--- config.mk ---
export PLATFORM = sky130hd
export DESIGN_NAME = key_tag_fields
export DESIGN_NICKNAME = d
export VERILOG_FILES = /design/src/key_tag_pkg.sv /design/src/key_tag_fields.sv /design/src/tag_field_enc.sv
export VERILOG_INCLUDE_DIRS = /design/src
export SDC_FILE = /design/constraint.sdc
export NUM_CORES = 1
export LEC_CHECK = 0
export ABC_AREA = 1
export BUFFER_PORTS_ARGS = -buffer_cell sky130_fd_sc_hd__buf_2
export CAP_MARGIN = 10
export CORE_AREA = 10 10 147 149
export DETAILED_ROUTE_END_ITERATION = 12
export DIE_AREA = 0 0 157 159
export GPL_ROUTABILITY_DRIVEN = 0
export PLACE_DENSITY = 0.78
export SLEW_MARGIN = 0
export SYNTH_ARGS = -nofsm -noshare
export SYNTH_HDL_FRONTEND = slang
export SYNTH_SLANG_ARGS = --single-unit
--- constraint.sdc ---
create_clock -name clk -period 1.7 [get_ports clk]
set_input_delay 0.085 -clock clk [delete_from_list [all_inputs] [get_ports clk]]
set_output_delay 0.085 -clock clk [all_outputs]
set_load 0.02 [all_outputs]
--- src/key_tag_regs.svh ---
// Purpose: constants for the classifier key tag field builder
// Assumes: included by bare name
// Notes:   definitions only
`ifndef KEY_TAG_REGS_SVH
`define KEY_TAG_REGS_SVH
`define MASK_W            53
`define MASK_SEL_SPECIAL  2'h3
`define MASK_BIT_FIRST_PROCESSOR_PORT     0
`define MASK_BIT_SECOND_PROCESSOR_PORT     1
`define MASK_BIT_VDEV0    2
`define MASK_BIT_VDEV1    3
`define MASK_SRC_LSB      4
`define MASK_SRC_MSB      9
`define MASK_PT_LSB       44
`define MASK_PT_MSB       48
`define MASK_ACT_LSB      49
`define MASK_ACT_MSB      51
`define MASK_RSVD_BIT     52
`define MAC_MC_BIT        40
`define TPID_STD          16'h8100
`define TPID_PROV         16'h88a8
`endif

--- src/key_tag_pkg.sv ---
// Purpose: types for the classifier key tag field builder
// Assumes: nothing
// Notes:   code points of the 3-bit tag protocol field
package key_tag_pkg;
  typedef enum logic [2:0] {
    tpid_none    = 3'h0,
    tpid_std     = 3'h1,
    tpid_prov    = 3'h4,
    tpid_custom1 = 3'h5,
    tpid_custom2 = 3'h6,
    tpid_custom3 = 3'h7
  } tpid_code_t;
endpackage

--- src/key_tag_fields.sv ---
// Function
// - special-source mask layout used only when mask selector equals 3
// - mask bits 0..3 flag processor ports and virtual devices
// - bits 44..48 pipeline point, 49..51 pipeline action, bit 52 reserved
// - multicast flag equals destination MAC bit 40
// - broadcast flag set only for all-ones destination MAC
// - outer tag protocol code: 0 none, 1 8100, 4 88a8, 5-7 custom
// - outer priority/dei/vlan from frame, or classified when option set
// - untagged frame gives outer vlan zero
// - second tag protocol uses same codes, 0 when absent
// - second tag priority and dei copied straight from frame
// - second tag vlan copied straight from frame
// - third tag protocol uses same codes, 0 when absent
// - third tag priority, dei and vlan copied from frame
//
// Purpose: build ingress mask, MAC flags and tag fields of a lookup key
// Assumes: inputs valid with in_valid, synchronous to clk
// Notes:   one cycle latency; outputs are registers
//          fields keep the last key while no request is taken
`timescale 1ns/100ps
`include "key_tag_regs.svh"
module key_tag_fields #(
  parameter int NUM_TAGS = 3
) (
  // clock and reset
  input  wire logic                     clk,
  input  wire logic                     rst_n,
  // frame parser and header
  input  wire logic                     in_valid,
  input  wire logic [1:0]               ingress_source_mask_selector,
  input  wire logic                     src_first_processor_port,
  input  wire logic                     src_second_processor_port,
  input  wire logic                     src_first_virtual_device,
  input  wire logic                     src_second_virtual_device,
  input  wire logic [5:0]               src_port_num,
  input  wire logic [4:0]               header_pipeline_point,
  input  wire logic [2:0]               header_pipeline_action,
  input  wire logic [`MASK_W-1:0]       plain_port_mask,
  input  wire logic [47:0]              dest_mac,
  // frame tags, index 0 outermost
  input  wire logic [NUM_TAGS-1:0]      tag_valid,
  input  wire logic [NUM_TAGS*16-1:0]   tag_tpid,
  input  wire logic [NUM_TAGS*3-1:0]    tag_pcp,
  input  wire logic [NUM_TAGS-1:0]      tag_dei,
  input  wire logic [NUM_TAGS*12-1:0]   tag_vid,
  // configuration
  input  wire logic [15:0]              custom_second_tag_protocol_code,
  input  wire logic [15:0]              custom_third_tag_protocol_code,
  input  wire logic [15:0]              custom_tpid3,
  input  wire logic                     use_classified_outer_tag_enable,
  input  wire logic [2:0]               classified_priority,
  input  wire logic                     classified_drop_eligible,
  input  wire logic [11:0]              classified_vlan,
  // key fields
  output logic                          key_valid,
  output logic [`MASK_W-1:0]            ingress_source_mask,
  output logic                          dest_mac_multicast_flag,
  output logic                          dest_mac_broadcast_flag,
  output logic [2:0]                    outer_tag_protocol_code,
  output logic [2:0]                    outer_tag_priority,
  output logic                          outer_tag_drop_eligible,
  output logic [11:0]                   outer_tag_vlan,
  output logic [2:0]                    second_tag_protocol_code,
  output logic [2:0]                    second_tag_priority,
  output logic                          second_tag_drop_eligible,
  output logic [11:0]                   second_tag_vlan,
  output logic [2:0]                    third_tag_protocol_code,
  output logic [2:0]                    third_tag_priority,
  output logic                          third_tag_drop_eligible,
  output logic [11:0]                   third_tag_vlan
);
  key_tag_pkg::tpid_code_t enc_code [NUM_TAGS];
  logic [2:0]              enc_pcp  [NUM_TAGS];
  logic                    enc_dei  [NUM_TAGS];
  logic [11:0]             enc_vid  [NUM_TAGS];

  // one encoder per tag position
  genvar g;
  generate
    for (g = 0; g < NUM_TAGS; g++)
    begin : g_tag
      tag_field_enc u_enc (
        .tag_valid    (tag_valid[g]),
        .tag_tpid     (tag_tpid[g*16 +: 16]),
        .tag_pcp      (tag_pcp[g*3 +: 3]),
        .tag_dei      (tag_dei[g]),
        .tag_vid      (tag_vid[g*12 +: 12]),
        .custom_second_tag_protocol_code (custom_second_tag_protocol_code),
        .custom_third_tag_protocol_code (custom_third_tag_protocol_code),
        .custom_tpid3 (custom_tpid3),
        .code         (enc_code[g]),
        .pcp          (enc_pcp[g]),
        .dei          (enc_dei[g]),
        .vid          (enc_vid[g])
      );
    end
  endgenerate

  // processor and virtual-device source flags in the low mask bits
  wire logic [`MASK_W-1:0] special_mask;
  assign special_mask[`MASK_BIT_FIRST_PROCESSOR_PORT]  = src_first_processor_port;
  assign special_mask[`MASK_BIT_SECOND_PROCESSOR_PORT]  = src_second_processor_port;
  assign special_mask[`MASK_BIT_VDEV0] = src_first_virtual_device;
  assign special_mask[`MASK_BIT_VDEV1] = src_second_virtual_device;

  // source port next to the flags; the gap up to the header fields reads zero
  assign special_mask[`MASK_SRC_MSB:`MASK_SRC_LSB] = src_port_num;
  assign special_mask[`MASK_PT_LSB-1:`MASK_SRC_MSB+1] = '0;

  // header pipeline fields on top; reserved bit kept zero so entries can ignore it
  assign special_mask[`MASK_PT_MSB:`MASK_PT_LSB]   = header_pipeline_point;
  assign special_mask[`MASK_ACT_MSB:`MASK_ACT_LSB] = header_pipeline_action;
  assign special_mask[`MASK_RSVD_BIT] = 1'b0;

  // mask select: only selector value 3 switches to the special layout
  wire logic              sel_special = (ingress_source_mask_selector == `MASK_SEL_SPECIAL);
  wire logic [`MASK_W-1:0] mask_d     = sel_special ? special_mask : plain_port_mask;

  // MAC flags from the group bit and an all-ones test
  wire logic              mc_d        = dest_mac[`MAC_MC_BIT];
  wire logic              bc_d        = &dest_mac;

  // outer presence, and priority and dei from the frame or the classified values
  wire logic        outer_present = (enc_code[0] != key_tag_pkg::tpid_none);
  wire logic [2:0]  outer_pcp_d = use_classified_outer_tag_enable ? classified_priority
                                                                  : enc_pcp[0];
  wire logic        outer_dei_d = use_classified_outer_tag_enable ? classified_drop_eligible
                                                                  : enc_dei[0];

  // outer vlan is zero for an untagged frame even when classified values are chosen
  wire logic [11:0] outer_vid_d = !outer_present ? 12'h000 :
                                  use_classified_outer_tag_enable ? classified_vlan
                                                                  : enc_vid[0];

  // one key valid pulse per taken request
  always_ff @(posedge clk)
  begin
    if (!rst_n)
    begin
      key_valid <= 1'b0;
    end
    else
    begin
      key_valid <= in_valid;
    end
  end

  // mask and MAC flags, loaded when the parser presents a frame
  always_ff @(posedge clk)
  begin
    if (!rst_n)
    begin
      ingress_source_mask     <= '0;
      dest_mac_multicast_flag <= 1'b0;
      dest_mac_broadcast_flag <= 1'b0;
    end
    else if (in_valid)
    begin
      ingress_source_mask     <= mask_d;
      dest_mac_multicast_flag <= mc_d;
      dest_mac_broadcast_flag <= bc_d;
    end
  end

  // outer tag fields
  always_ff @(posedge clk)
  begin
    if (!rst_n)
    begin
      outer_tag_protocol_code <= 3'h0;
      outer_tag_priority      <= 3'h0;
      outer_tag_drop_eligible <= 1'b0;
      outer_tag_vlan          <= 12'h000;
    end
    else if (in_valid)
    begin
      outer_tag_protocol_code <= enc_code[0];
      outer_tag_priority      <= outer_pcp_d;
      outer_tag_drop_eligible <= outer_dei_d;
      outer_tag_vlan          <= outer_vid_d;
    end
  end

  // second tag fields, straight from the frame
  always_ff @(posedge clk)
  begin
    if (!rst_n)
    begin
      second_tag_protocol_code <= 3'h0;
      second_tag_priority      <= 3'h0;
      second_tag_drop_eligible <= 1'b0;
      second_tag_vlan          <= 12'h000;
    end
    else if (in_valid)
    begin
      second_tag_protocol_code <= enc_code[1];
      second_tag_priority      <= enc_pcp[1];
      second_tag_drop_eligible <= enc_dei[1];
      second_tag_vlan          <= enc_vid[1];
    end
  end

  // third tag fields, straight from the frame
  always_ff @(posedge clk)
  begin
    if (!rst_n)
    begin
      third_tag_protocol_code <= 3'h0;
      third_tag_priority      <= 3'h0;
      third_tag_drop_eligible <= 1'b0;
      third_tag_vlan          <= 12'h000;
    end
    else if (in_valid)
    begin
      third_tag_protocol_code <= enc_code[2];
      third_tag_priority      <= enc_pcp[2];
      third_tag_drop_eligible <= enc_dei[2];
      third_tag_vlan          <= enc_vid[2];
    end
  end
endmodule

--- src/tag_field_enc.sv ---
// Purpose: encode one frame tag into key fields
// Assumes: tag_valid marks a tag present in the frame
// Notes:   combinational; registered by the parent
`timescale 1ns/100ps
`include "key_tag_regs.svh"
module tag_field_enc (
  // tag from the parser
  input  wire logic                    tag_valid,
  input  wire logic [15:0]             tag_tpid,
  input  wire logic [2:0]              tag_pcp,
  input  wire logic                    tag_dei,
  input  wire logic [11:0]             tag_vid,
  // configurable custom protocol values
  input  wire logic [15:0]             custom_second_tag_protocol_code,
  input  wire logic [15:0]             custom_third_tag_protocol_code,
  input  wire logic [15:0]             custom_tpid3,
  // encoded fields
  output key_tag_pkg::tpid_code_t      code,
  output logic [2:0]                   pcp,
  output logic                         dei,
  output logic [11:0]                  vid
);
  wire logic is_std  = (tag_tpid == `TPID_STD);
  wire logic is_prov = (tag_tpid == `TPID_PROV);
  wire logic is_c1   = (tag_tpid == custom_second_tag_protocol_code);
  wire logic is_c2   = (tag_tpid == custom_third_tag_protocol_code);
  wire logic is_c3   = (tag_tpid == custom_tpid3);
  wire logic known   = tag_valid & (is_std | is_prov | is_c1 | is_c2 | is_c3);

  // code selection; unknown or absent tag gives 0, never 2 or 3
  assign code = !known  ? key_tag_pkg::tpid_none :
                is_std  ? key_tag_pkg::tpid_std :
                is_prov ? key_tag_pkg::tpid_prov :
                is_c1   ? key_tag_pkg::tpid_custom1 :
                is_c2   ? key_tag_pkg::tpid_custom2 :
                          key_tag_pkg::tpid_custom3;
  // absent tag fields read zero
  assign pcp = known ? tag_pcp : 3'h0;
  assign dei = known & tag_dei;
  assign vid = known ? tag_vid : 12'h000;
endmodule
==> results.yml <==
logic_synthesis:
  synthFlopType: "dfxtp_1"
  avgSynthCellArea_um2: 6.616
  syn_area_um2: 6960
  synth.distinct_cells: 36
  synth_seq_area_share_pct: 32.50
  yosys_warnings: 0
  netlist_instances: 1052
  synthArstFlopShare_pct: 0
  synth_edf_count: 0
  syn_nets: 1340
  ys_ff_latch: 113
die:
  die_h_um: 159
  io_pins: 401
  initial_utilization_pct: 37.46
  dieArea_um2: 24960
  core-area_um2: 18580
  rows: 50
  fp.dieW_um: 157
pwr:
  intPower_uw: 6141
  pwr-share-comb_pct: 20.3
  irDropWorstVdd_mv: 0.5852
  swShare_pct: 27.71
  p_leak_uw: 0.005811
  power.switching_uw: 2354
  cellPowerDensity_nw_per_um2: 774.6
  p_clk_share_pct: 47.0
  power_frac_seq_pct: 32.7
worst_setup_path:
  crit_buf_inv: 4
  path_delay_family: "buffers and inverters"
  slowest_stage: "dlygate4sd3_1"
  cp_data_required_time_ns: 2.06
  crit_top_cell: "o21ai_0"
  path_max_fanout: 54
  worst-setup-path-type: "input pin to flip-flop"
  max_stage_delay_ns: 0.57
  worst_ep_arrival_time_ns: 1.76
  r2r_slack_ns: 0.49
  crit_chain: "buf_2, nand2_1, inv_1, buf_12, o21ai_0, o21ai_0, dlygate4sd3_1"
  end_kind: "flip-flop"
  cp-start-kind: "input pin"
sta:
  final.min_clock_period_ns: 1.406
  tightest_slew_ns: 0.5407
  finalSetupViolations: 0
  period_share_pct: 82.71
  fin_tns_setup_ns: 0
  hold_viol_final: 0
  rsz0062_at_grt: "no"
  fin_skew_ns: 0
  relSlewSlack_pct: 63.96
  drv_slew: 0
  max_freq_mhz: 711.2
placement:
  port_buffers: 400
  dp_hpwl_mm: 24.73
finish:
  drive_gt1_share_pct: 31.22
  final_core_utilization_pct: 59.02
  area_delta_synth_final_pct: 57.56
  nNetsFinal: 1838
global_routing:
  grt.overflow.total: 0
  grt_pass1_vias: 9569
  grt_pass1_wl_mm: 50.93
  grt_max_degree: 55
  track_usage_pct: 25.54
  antenna_found_initial: 14
clock_network:
  htree_levels: 4
  clock_latency_ns: 0.41
  cts_buffer_depth: 2
  clk_pin_slew_ns: 0.06
  ctsRootBufferMaster: "clkbuf_16"
  tritoncts: "done"
  cts_sinks: 113
  cts_inserted_buffers: 17
  cts_resized: 0
job:
  drv_cap: 0
detailed_routing:
  dr_total_vias: 9219
  ant_nets: 0
  first_pass_iters: 8
  post_drt_wl_per_cell_um: 18.29
  drt_iter0_markers: 808
  vias_per_cell: 5.099
  routed_wl_mm: 33.07
  drc: 0
outcome:
  outcome: "completed"
hold_path:
  hp-class: "input pin to flip-flop"
worst paths after layout:
kind	endpoint	from	cells after the start
setup / recovery	ingress_source_mask[48]$_SDFFE_PN0P_	rst_n	7
hold reg to reg	outer_tag_vlan[11]$_SDFFE_PN0P_	outer_tag_vlan[11]$_SDFFE_PN0P_	2
hold / removal	outer_tag_vlan[0]$_SDFFE_PN0P_	classified_vlan[0]	5
setup reg to reg	ingress_source_mask[49]$_SDFFE_PN0P_	ingress_source_mask[49]$_SDFFE_PN0P_	3
final cells by class:
type	instances	area, um2
antenna	11	27.53
clock buffer	18	429.2
clock inverter	14	227.7
fill	1601	7614
inverter	91	341.6
multi-input combinational	805	4150
sequential	113	2262
tap	234	292.8
timing repair buffer	522	3236
layer usage:
layer,track usage (%),share of wire [%],wire (um)
met1,27.78,35,11700
met2,42.75,49,16220
met3,7.312,9.9,3273
met4,15.62,5.6,1837
met5,0,0.13,44
power by group through the flow:
stage	sequential, uW	combinational (uW)	clock, uW
after floorplan	2930	641	0
after global placement	2820	1450	0
after detailed placement	2830	1460	0
after CTS	2770	1680	4020
after global routing	2790	1870	4170
final	2780	1720	3990
sequential cells by signal, indices dropped and copies added (netlist names):
name                      cells
ingress_source_mask          53
outer_tag_vlan               12
second_tag_vlan              12
third_tag_vlan               12
outer_tag_priority            3
outer_tag_protocol_code       3
second_tag_priority           3
second_tag_protocol_code      3
third_tag_priority            3
third_tag_protocol_code       3
dest_mac_broadcast_flag       1
dest_mac_multicast_flag       1
key_valid                     1
outer_tag_drop_eligible       1
second_tag_drop_eligible      1
third_tag_drop_eligible       1
what timing repair did:
item | CTS | global route
endpoints found under the setup margin | 0 | 0
hold endpoints to repair | 93 | 0
setup buffers | 0 | 0
hold buffers | 107 | 0
synthesized netlist by cell type, types with 2 or more instances:
| cell type | number | share of area (%) |
|---|---|---|
| nand4_1 | 36 | 3.2 |
| clkbuf_1 | 22 | 1.2 |
| nor2_2 | 2 | 0.18 |
| o21ai_0 | 46 | 3.3 |
| and2_1 | 3 | 0.27 |
| xnor2_1 | 56 | 7.0 |
| nand3_1 | 22 | 1.6 |
| nand2_4 | 10 | 1.6 |
| nor2_1 | 113 | 6.1 |
| nor2_8 | 2 | 0.58 |
| nor4_1 | 7 | 0.63 |
| a32o_1 | 35 | 5.0 |
| buf_2 | 17 | 1.2 |
| xor2_1 | 33 | 4.2 |
| a21oi_1 | 11 | 0.79 |
| inv_1 | 80 | 4.3 |
| clkinv_1 | 2 | 0.11 |
| inv_2 | 9 | 0.49 |
| nand2_2 | 11 | 0.99 |
| nand2_1 | 378 | 20 |
| nor2_4 | 3 | 0.49 |
| dfxtp_1 | 113 | 33 |
| or2_0 | 2 | 0.18 |
| nor3_1 | 27 | 1.9 |
cells in the final DEF, fill, tap and decap left out, types with 7 or more instances in the layout:
cell           synthesis  layout
nor4_1                 7       7
buf_2                 17     400
xnor2_1               56      56
nand3_1               22      22
nand2_2               11      11
nor2_1               113     113
a32o_1                35      35
nor3_1                27      27
dfxtp_1              113     113
diode_2                0      11
o21ai_0               46      46
inv_2                  9       9
dlygate4sd3_1          0     107
inv_1                 80      80
a21oi_1               11      11
nand2_1              378     378
buf_4                  1      11
xor2_1                33      33
clkbuf_16              0      17
nand4_1               36      36
nand2_4               10      10
cell families after synthesis:
family | share of synthesized area, %
simple gates | 38.95
buf+inv | 7.945
flops | 32.50
compound gates | 9.401
xor+xnor | 11.20
metrics by stage:
step           hold slack (ns)  total power [uW]  std cells  setup WS, ns  cell area (um2)
2_1_floorplan           0.1781              3567       1052        0.4134             6960
3_3_place_gp            0.2724              4270       1658       0.05297             9211
3_5_place_dp            0.2742              4292       1658       0.03133             9211
4_1_cts              0.0006594              8473       1797        0.3312            10940
5_1_grt                0.02395              8830       1808        0.1505            10970
6_report               0.01071              8495       1808        0.2940            10970
worst min-delay path, stage by stage:
cell and delay, ns:
buf_2 0.07, nand2_1 0.04, nand2_1 0.09, nand2_1 0.06, nand2_1 0.05
Power figures use the tool's default switching activity.
